===== config.mk =====
export PLATFORM = sky130hd
export DESIGN_NAME = acpc_ctrl
export DESIGN_NICKNAME = d
export VERILOG_FILES = /design/src/hdl/acpc_pkg.sv /design/src/hdl/acpc_sync.sv /design/src/hdl/acpc_fifo.sv /design/src/hdl/acpc_ctrl.sv
export SDC_FILE = /design/constraint.sdc
export NUM_CORES = 1
export LEC_CHECK = 0
export ABC_AREA = 1
export BUFFER_PORTS_ARGS = -buffer_cell sky130_fd_sc_hd__buf_4
export CAP_MARGIN = 20
export CORE_UTILIZATION = 60
export DETAILED_ROUTE_END_ITERATION = 12
export GPL_TIMING_DRIVEN = 0
export MAX_ROUTING_LAYER = met4
export PLACE_DENSITY = 0.84
export SLEW_MARGIN = 40
export SYNTH_ARGS = -nofsm -noshare
export SYNTH_HDL_FRONTEND = slang
export SYNTH_SLANG_ARGS = --single-unit

===== constraint.sdc =====
create_clock -name ref_clk -period 3.2 [get_ports ref_clk]
set_input_delay 0.48 -clock ref_clk [delete_from_list [all_inputs] [get_ports ref_clk]]
set_output_delay 0.48 -clock ref_clk [all_outputs]
set_load 0.03 [all_outputs]

===== src/hdl/acpc_pkg.sv =====
// package of constants and types for the conversion control and parallel port
package acpc_pkg;
  localparam int            DATA_W          = 12;
  localparam int            CHAN_W          = 3;
  localparam int            CONV_EDGES      = 13;
  localparam int            EDGE_CNT_W      = 4;
  localparam int            CLK_PERIOD_PS   = 4000;
  localparam int            TAIL_DELAY_PS   = 20000;
  localparam int            TAIL_CYCLES     = (TAIL_DELAY_PS + CLK_PERIOD_PS - 1) / CLK_PERIOD_PS;
  localparam int            TAIL_CNT_W      = 4;
  localparam int            FIFO_DEPTH      = 4;
  localparam logic [3:0]    CNT_ZERO        = 4'h0;
  localparam logic [3:0]    CNT_ONE         = 4'h1;
  localparam logic [1:0]    PWR_AUTO_SHUT   = 2'h2;
  localparam logic [1:0]    PWR_AUTO_STBY   = 2'h1;
  localparam logic [15:0]   CTRL_RESET      = 16'h0000;
  localparam int            PWR_LSB         = 0;
  localparam int            ZERO_DATA       = 0;

  typedef struct packed {
    logic [CHAN_W-1:0] chan;
    logic [DATA_W-1:0] code;
  } acpc_result_type;

  typedef struct packed {
    logic        cs_n;
    logic        rd_n;
    logic        wr_n;
  } acpc_strobe_type;
endpackage : acpc_pkg


===== src/hdl/acpc_sync.sv =====
// two flip-flop synchroniser for one asynchronous level
`timescale 1ns/10ps
module acpc_sync #(
  parameter logic RST_VAL = 1'b1
) (
  input  wire logic ref_clk,
  input  wire logic rst,
  input  wire logic async_in,
  output logic      sync_out
);
  logic meta_ff;
  logic sync_ff;
  logic nxt_meta;
  logic nxt_sync;

  // next values: first stage only feeds second
  always_comb begin
    nxt_meta = async_in;
    nxt_sync = meta_ff;
  end

  // register stages
  always_ff @(posedge ref_clk) begin
    if (rst) begin
      meta_ff <= RST_VAL;
      sync_ff <= RST_VAL;
    end else begin
      meta_ff <= nxt_meta;
      sync_ff <= nxt_sync;
    end
  end

  assign sync_out = sync_ff;
endmodule : acpc_sync


===== src/hdl/acpc_fifo.sv =====
// result fifo with valid and ready on both sides
`timescale 1ns/10ps
module acpc_fifo #(
  parameter int WIDTH = 15,
  parameter int DEPTH = 4
) (
  input  wire logic             ref_clk,
  input  wire logic             rst,
  input  wire logic [WIDTH-1:0] in_data,
  input  wire logic             in_valid,
  output logic                  in_ready,
  output logic [WIDTH-1:0]      out_data,
  output logic                  out_valid,
  input  wire logic             out_ready
);
  localparam int AW = $clog2(DEPTH);
  logic [WIDTH-1:0] mem_ff [DEPTH];
  logic [AW-1:0]    wr_ptr_ff;
  logic [AW-1:0]    rd_ptr_ff;
  logic [AW:0]      count_ff;
  logic [AW-1:0]    nxt_wr_ptr;
  logic [AW-1:0]    nxt_rd_ptr;
  logic [AW:0]      nxt_count;
  logic             push;
  logic             pop;

  // handshake and pointer update
  always_comb begin
    in_ready   = (32'(count_ff) != DEPTH);                 // full at DEPTH entries
    out_valid  = (count_ff != '0);
    push       = in_valid && in_ready;
    pop        = out_valid && out_ready;
    nxt_wr_ptr = push ? ((32'(wr_ptr_ff) == DEPTH - 1) ? '0 : wr_ptr_ff + 1'b1) : wr_ptr_ff;
    nxt_rd_ptr = pop ? ((32'(rd_ptr_ff) == DEPTH - 1) ? '0 : rd_ptr_ff + 1'b1) : rd_ptr_ff;
    nxt_count  = count_ff + (AW+1)'(push) - (AW+1)'(pop);
  end

  // storage and pointers
  always_ff @(posedge ref_clk) begin
    if (rst) begin
      wr_ptr_ff <= '0;
      rd_ptr_ff <= '0;
      count_ff  <= '0;
    end else begin
      wr_ptr_ff <= nxt_wr_ptr;
      rd_ptr_ff <= nxt_rd_ptr;
      count_ff  <= nxt_count;
    end
    if (push) begin
      mem_ff[wr_ptr_ff] <= in_data;
    end
  end

  assign out_data = mem_ff[rd_ptr_ff];
endmodule : acpc_fifo


===== src/hdl/acpc_ctrl.sv =====
// conversion control, busy, track-and-hold and parallel host port
`timescale 1ns/10ps
module acpc_ctrl
  import acpc_pkg::*;
#(
  parameter int DATA_W_P  = acpc_pkg::DATA_W,
  parameter int TAIL_P    = acpc_pkg::TAIL_CYCLES,
  parameter int DEPTH_P   = acpc_pkg::FIFO_DEPTH
) (
  input  wire logic                             ref_clk,
  input  wire logic                             rst,
  input  wire logic                             master_clock_in,
  input  wire logic                             conversion_start_n,
  input  wire acpc_pkg::acpc_strobe_type        host_strobe,
  input  wire logic [acpc_pkg::DATA_W-1:0]      db_in,
  output logic [acpc_pkg::DATA_W-1:0]           db_out,
  output logic                                  db_oe,
  output logic                                  busy,
  output logic                                  hold,
  output logic                                  powered_up,
  output logic                                  sar_start,
  input  wire acpc_pkg::acpc_result_type        sar_result,
  output logic [acpc_pkg::DATA_W-1:0]           ctrl_word,
  output logic                                  ctrl_wr_pulse,
  output logic                                  result_overrun
);
  import acpc_pkg::*;

  typedef enum {ST_IDLE, ST_CONV, ST_TAIL, ST_LOAD} acpc_state_type;

  logic            mclk_s;
  logic            cvs_s;
  logic            cs_n_s;
  logic            rd_n_s;
  logic            wr_n_s;
  acpc_state_type  state_ff;
  acpc_state_type  nxt_state;
  logic            mclk_d_ff;
  logic            cvs_d_ff;
  logic            rd_act_d_ff;
  logic            wr_act_d_ff;
  logic [EDGE_CNT_W-1:0] edge_cnt_ff;
  logic [EDGE_CNT_W-1:0] nxt_edge_cnt;
  logic [TAIL_CNT_W-1:0] tail_cnt_ff;
  logic [TAIL_CNT_W-1:0] nxt_tail_cnt;
  logic            hold_ff;
  logic            nxt_hold;
  logic            busy_ff;
  logic            nxt_busy;
  logic            pwr_ff;
  logic            nxt_pwr;
  logic [DATA_W-1:0] out_reg_ff;
  logic [DATA_W-1:0] nxt_out_reg;
  logic [DATA_W-1:0] ctrl_ff;
  logic [DATA_W-1:0] nxt_ctrl;
  logic            ovr_ff;
  logic            nxt_ovr;
  logic            mclk_rise;
  logic            cvs_fall;
  logic            cvs_rise;
  logic            rd_act;
  logic            wr_act;
  logic            rd_fall;
  logic            wr_rise;
  logic            fifo_in_valid;
  logic            fifo_in_ready;
  logic            fifo_out_valid;
  logic            fifo_out_ready;
  logic [DATA_W+CHAN_W-1:0] fifo_out_data;
  acpc_result_type fifo_head;
  // data pin synchroniser and edge history next values
  logic [DATA_W-1:0] db_meta_ff;
  logic [DATA_W-1:0] db_sync_ff;
  logic [DATA_W-1:0] nxt_db_meta;
  logic [DATA_W-1:0] nxt_db_sync;
  logic            nxt_mclk_d;
  logic            nxt_cvs_d;
  logic            nxt_rd_act_d;
  logic            nxt_wr_act_d;

  // all pin inputs pass two flip-flops before logic reads them
  // master clock level; only its rising edges pace the conversion
  acpc_sync #(.RST_VAL(1'b0)) u_sync_mclk (
    .ref_clk  (ref_clk),
    .rst      (rst),
    .async_in (master_clock_in),
    .sync_out (mclk_s)
  );
  // conversion start idles high, so reset leaves no false edge
  acpc_sync #(.RST_VAL(1'b1)) u_sync_cvs (
    .ref_clk  (ref_clk),
    .rst      (rst),
    .async_in (conversion_start_n),
    .sync_out (cvs_s)
  );
  // chip select, idles high
  acpc_sync #(.RST_VAL(1'b1)) u_sync_cs (
    .ref_clk  (ref_clk),
    .rst      (rst),
    .async_in (host_strobe.cs_n),
    .sync_out (cs_n_s)
  );
  // read strobe, idles high
  acpc_sync #(.RST_VAL(1'b1)) u_sync_rd (
    .ref_clk  (ref_clk),
    .rst      (rst),
    .async_in (host_strobe.rd_n),
    .sync_out (rd_n_s)
  );
  // write strobe, idles high
  acpc_sync #(.RST_VAL(1'b1)) u_sync_wr (
    .ref_clk  (ref_clk),
    .rst      (rst),
    .async_in (host_strobe.wr_n),
    .sync_out (wr_n_s)
  );

  // results queue between converter core and host read port
  acpc_fifo #(.WIDTH(DATA_W + CHAN_W), .DEPTH(DEPTH_P)) u_fifo (
    .ref_clk   (ref_clk),
    .rst       (rst),
    .in_data   (sar_result),
    .in_valid  (fifo_in_valid),
    .in_ready  (fifo_in_ready),
    .out_data  (fifo_out_data),
    .out_valid (fifo_out_valid),
    .out_ready (fifo_out_ready)
  );

  // edge detection on synchronised levels
  always_comb begin
    mclk_rise = mclk_s && !mclk_d_ff;
    cvs_fall  = !cvs_s && cvs_d_ff;
    cvs_rise  = cvs_s && !cvs_d_ff;
    rd_act    = !cs_n_s && !rd_n_s;
    wr_act    = !cs_n_s && !wr_n_s;
    rd_fall   = rd_act && !rd_act_d_ff;
    wr_rise   = !wr_act && wr_act_d_ff;
    fifo_head = acpc_result_type'(fifo_out_data);
    nxt_mclk_d   = mclk_s;
    nxt_cvs_d    = cvs_s;
    nxt_rd_act_d = rd_act;
    nxt_wr_act_d = wr_act;
  end

  // data pins pass two stages before the write capture reads them
  always_comb begin
    nxt_db_meta = db_in;
    nxt_db_sync = db_meta_ff;
  end

  // conversion sequencer: counts only master clock edges, so bursts work
  // the tail wait stands for the fixed delay after the last master clock edge
  // a full queue keeps busy high: the result waits rather than being dropped
  always_comb begin
    nxt_state    = state_ff;
    nxt_edge_cnt = edge_cnt_ff;
    nxt_tail_cnt = tail_cnt_ff;
    nxt_hold     = hold_ff;
    nxt_busy     = busy_ff;
    sar_start    = 1'b0;
    fifo_in_valid = 1'b0;
    case (state_ff)
      ST_IDLE: begin
        if (cvs_fall && pwr_ff) begin
          nxt_state    = ST_CONV;
          nxt_hold     = 1'b1;
          nxt_busy     = 1'b1;
          nxt_edge_cnt = CNT_ZERO;
          sar_start    = 1'b1;
        end
      end
      ST_CONV: begin
        if (mclk_rise) begin
          nxt_edge_cnt = edge_cnt_ff + CNT_ONE;
          if (32'(edge_cnt_ff) == CONV_EDGES - 1) begin
            nxt_hold     = 1'b0;
            nxt_state    = ST_TAIL;
            nxt_tail_cnt = CNT_ZERO;
          end
        end
      end
      ST_TAIL: begin
        nxt_tail_cnt = tail_cnt_ff + CNT_ONE;
        if (32'(tail_cnt_ff) >= TAIL_P - 1) begin
          nxt_state = ST_LOAD;
        end
      end
      ST_LOAD: begin
        fifo_in_valid = 1'b1;
        if (fifo_in_ready) begin
          nxt_state = ST_IDLE;
          nxt_busy  = 1'b0;
        end
      end
      default: nxt_state = ST_IDLE;
    endcase
  end

  // host side: read pops the next result, write loads the control word
  always_comb begin
    fifo_out_ready = rd_fall && fifo_out_valid;
    nxt_out_reg    = fifo_out_ready ? fifo_head.code : out_reg_ff;
    nxt_ctrl       = wr_rise ? db_sync_ff : ctrl_ff;
  end

  // overrun flag: a refused load sets it, a read clears it
  always_comb begin
    nxt_ovr        = ovr_ff;
    if (rd_fall) begin
      nxt_ovr = 1'b0;
    end
    if (state_ff == ST_LOAD && !fifo_in_ready) begin
      nxt_ovr = 1'b1;                                        // set wins over clear
    end
  end

  // power state: auto power-down after a load, a start rise wakes the core
  // a wake rise never starts a conversion; only a later fall does
  always_comb begin
    nxt_pwr = pwr_ff;
    if (state_ff == ST_IDLE && busy_ff == 1'b0 && cvs_rise) begin
      nxt_pwr = 1'b1;
    end else if (state_ff == ST_LOAD && fifo_in_ready &&
                 (ctrl_ff[PWR_LSB +: 2] == PWR_AUTO_SHUT ||
                  ctrl_ff[PWR_LSB +: 2] == PWR_AUTO_STBY)) begin
      nxt_pwr = 1'b0;
    end
  end

  // edge detector history; reset to pin idle levels so no false edge follows
  always_ff @(posedge ref_clk) begin
    if (rst) begin
      mclk_d_ff   <= 1'b0;
      cvs_d_ff    <= 1'b1;
      rd_act_d_ff <= 1'b0;
      wr_act_d_ff <= 1'b0;
    end else begin
      mclk_d_ff   <= nxt_mclk_d;
      cvs_d_ff    <= nxt_cvs_d;
      rd_act_d_ff <= nxt_rd_act_d;
      wr_act_d_ff <= nxt_wr_act_d;
    end
  end

  // data pin synchroniser stages
  always_ff @(posedge ref_clk) begin
    if (rst) begin
      db_meta_ff  <= '0;
      db_sync_ff  <= '0;
    end else begin
      db_meta_ff  <= nxt_db_meta;
      db_sync_ff  <= nxt_db_sync;
    end
  end

  // sequencer state: phase, edge and tail counters, hold and busy
  // busy and hold come straight from flops, so the pins never glitch
  always_ff @(posedge ref_clk) begin
    if (rst) begin
      state_ff    <= ST_IDLE;
      edge_cnt_ff <= CNT_ZERO;
      tail_cnt_ff <= CNT_ZERO;
      hold_ff     <= 1'b0;
      busy_ff     <= 1'b0;
    end else begin
      state_ff    <= nxt_state;
      edge_cnt_ff <= nxt_edge_cnt;
      tail_cnt_ff <= nxt_tail_cnt;
      hold_ff     <= nxt_hold;
      busy_ff     <= nxt_busy;
    end
  end

  // host port state: output register and control word
  always_ff @(posedge ref_clk) begin
    if (rst) begin
      out_reg_ff  <= CTRL_RESET[DATA_W-1:0];
      ctrl_ff     <= CTRL_RESET[DATA_W-1:0];
    end else begin
      out_reg_ff  <= nxt_out_reg;
      ctrl_ff     <= nxt_ctrl;
    end
  end

  // sticky overrun flag
  always_ff @(posedge ref_clk) begin
    if (rst) begin
      ovr_ff      <= 1'b0;
    end else begin
      ovr_ff      <= nxt_ovr;
    end
  end

  // power state register; the core comes out of reset powered
  always_ff @(posedge ref_clk) begin
    if (rst) begin
      pwr_ff      <= 1'b1;
    end else begin
      pwr_ff      <= nxt_pwr;
    end
  end

  // outputs; data pins driven only during a selected read
  assign db_oe          = rd_act && rd_act_d_ff;
  assign db_out         = out_reg_ff;
  assign busy           = busy_ff;
  assign hold           = hold_ff;
  assign powered_up     = pwr_ff;
  assign ctrl_word      = ctrl_ff;
  assign ctrl_wr_pulse  = wr_rise;
  assign result_overrun = ovr_ff;
endmodule : acpc_ctrl


==> out/qor.csv <==
metric,value,unit
Max Clock Freq,0.393,GHz
vias in the first global route,3721,
Leak,0.00258,uW
Max Cap Viol,0,
crit end category,flip-flop,
status,"finished, final reports clean",
Syn Nets,558,
cts repair resizes,0,
Rel. slew slack,49.3,%
CTS HTree Levels,4,
GRT Total Usage,27.6,%
Final Util,77.4,%
post-DP HPWL,6.36,mm
Hold Fails Final Rpt,0,
Die Area,8520,um^2
placed inst area,5480,um^2
fillers,469,
Synth-to-Final Area Change,23.5,%
first-pass GRT wire length,17.1,mm
Core ar.,7810,um^2
placed insts,671,
post-synthesis cell type count,23,
Tightest Pin Transition,0.760,ns
critical path class,reg2reg,
antenna violations before repair,0,
Mapped Area,4890,um^2
Die Y,92.3,um
layout cells sized above 1,19.6,%
Post-Synthesis Mean Instance Area,9.61,um^2
R2R Setup Slk,0.66,ns
CTS Root Buffer Type,clkbuf_8,
"Setup violations, final",0,
peak supply drop,450,uV
IO buf count,60,
hold_buf cts,0,
drt initial violations,230,
Post-CTS Setup Inserts,0,
routed len/inst,15.0,um
Vias,3758,
cells after synthesis,509,
Total Wirelength,10.6,mm
post-route cell area,6040,um^2
DRC viols,0,
width of the chip,92.3,um
Skew-Pair Late Insertion Delay,0.52,ns
clk buf depth,2,
crit-path max FO,10,
Ant. Diodes,0,
Final period util,79.5,%
total gr overflow,0,
FF+latch area,3100,um^2
critical path required time,3.61,ns
CP Launch Type,flip-flop,
number of placement rows,32,
Clock Sink Count,131,
"Reg clk slew, reported paths",0.06,ns
Synth Warn #,0,
max-slew violations,0,
Detailed Routing Iterations Pass 1,5,
worst hold slack,0.144,ns
area occupied by multi-input gates,1470,um^2
Setup Skew,0.00754,ns
Nets,637,
Vias/cell,5.35,
pwr dens,690,nW/um^2
RSZ-0062 raised after global routing,false,
Non-Filler Instances,703,
setup TNS,0,ns
I/O pin total,65,
"Arr. time, crit path",2.95,ns
min Tclk post-route,2.54,ns
HP Class,in2reg,
CTS tree,built,
RD Place Congestion,0.765,
ANT nets after route,0,
Num CTS Buffers,17,
largest net degree at the start of global routing,17,
"Seq/Total Area, Yosys",63.4,%
synthesis-stage register bit count,131,
starting density of the core,62.6,%
[kinds of logic after synthesis]
logic type	count (synthesis)	share of synthesized area, %
simple gates	189	15.8
flops	131	63.4
compound gates	87	9.29
buf+inv	83	6.78
fa+ha+maj	15	3.99
xor+xnor	4	0.716
[layer usage]
metal	vias up	GRT usage [%]	part of all wire, %
met2	160	46.7	51
met4	0	12.2	1.7
met5	-	-	0
met3	19	6.88	6.6
met1	1767	30.9	40
li1	1812	-	-
[cells in the mapped netlist, drive strengths merged]
library cell | n | area, um^2
a21oi | 18 | 90.1
o21ai | 55 | 275
or2 | 10 | 62.6
nand2 | 39 | 156
nand4 | 6 | 37.5
xnor2 | 2 | 17.5
o211ai | 1 | 7.51
dfxtp | 83 | 1660
buf | 8 | 50.0
edfxtp | 48 | 1440
ha | 14 | 175
clkbuf | 11 | 41.3
a31oi | 1 | 6.26
nand3 | 10 | 50.1
inv | 64 | 240
nor2 | 124 | 465
o22ai | 12 | 75.1
fa | 1 | 20.0
xor2 | 2 | 17.5
[critical path, cell delays in order (launching register included)]
cell and delay, ns:
dfxtp_1 0.35, nor2_1 0.20, nand2_1 0.11, nand2_2 0.16
inv_1 0.09, buf_2 0.20, ha_1 0.31, inv_1 0.06
ha_1 0.14, inv_1 0.06, fa_1 0.45, o21ai_0 0.23
a21oi_1 0.06
[state kept, by name, summed over array words and instances (netlist names), 2 cells and up]
register          cells
ctrl_word            12
db_meta_ff           12
db_out               12
db_sync_ff           12
edge_cnt_ff           4
state_ff              2
tail_cnt_ff           4
u_fifo.count_ff       3
u_fifo.mem_ff        48
u_fifo.rd_ptr_ff      2
u_fifo.wr_ptr_ff      2
[final timing paths]
check	startpoint	to	cells past startpoint
min reg2reg	db_meta_ff[5]$_SDFF_PP0_	db_sync_ff[5]$_SDFF_PP0_	2
min	host_strobe[2]	u_sync_cs.meta_ff$_SDFF_PP1_	2
max reg2reg	u_fifo.count_ff[1]$_SDFF_PP0_	u_fifo.count_ff[2]$_SDFF_PP0_	12
max	u_fifo.count_ff[1]$_SDFF_PP0_	u_fifo.count_ff[2]$_SDFF_PP0_	12
[cell type report]
class / count / area share, %
Inverter: 64 / 3.98
Clock inverter: 15 / 2.44
Sequential cell: 131 / 51.4
Tap cell: 102 / 2.11
Multi-Input combinational cell: 295 / 24.3
Timing Repair Buffer: 60 / 7.46
Clock buffer: 17 / 6.86
Buffer: 19 / 1.51
[power by group]
part	total [uW]	internal [uW]	leakage (uW)	switching [uW]
Sequential	1850	1800	0.00111	48.0
Combinational	506	175	0.00119	332
Clock	1820	1050	0.000279	763
[cell usage in the layout, fill, tap and decap left out]
cell	synthesis	routed
clkbuf_8	0	1
nand3_1	10	10
nand2_1	35	35
xor2_1	2	2
o21ai_0	55	55
buf_4	0	60
nand4_1	6	6
nor2_2	0	4
bufinv_16	0	1
inv_6	0	5
nand2_2	4	4
clkinv_2	0	1
dfxtp_1	83	83
inv_8	0	2
edfxtp_1	48	48
a31oi_1	1	1
inv_1	63	63
inv_4	0	2
clkinvlp_4	0	1
buf_8	1	1
clkinv_4	0	3
fa_1	1	1
ha_1	14	14
or2_0	1	1
xnor2_1	2	2
buf_2	7	7
or2_2	9	9
clkbuf_16	0	16
nor2_1	124	120
o211ai_1	1	1
a21oi_1	18	18
o22ai_1	12	12
clkbuf_1	11	11
inv_2	1	1
[through the flow]
stage               total power [uW]  setup WS, ns
floorplan                       2220          1.09
global placement                2340         0.876
detailed placement              2370         0.817
CTS                             4180         0.671
global route                    4330         0.449
finish                          4170         0.657
(Power assumes the default switching activity.)
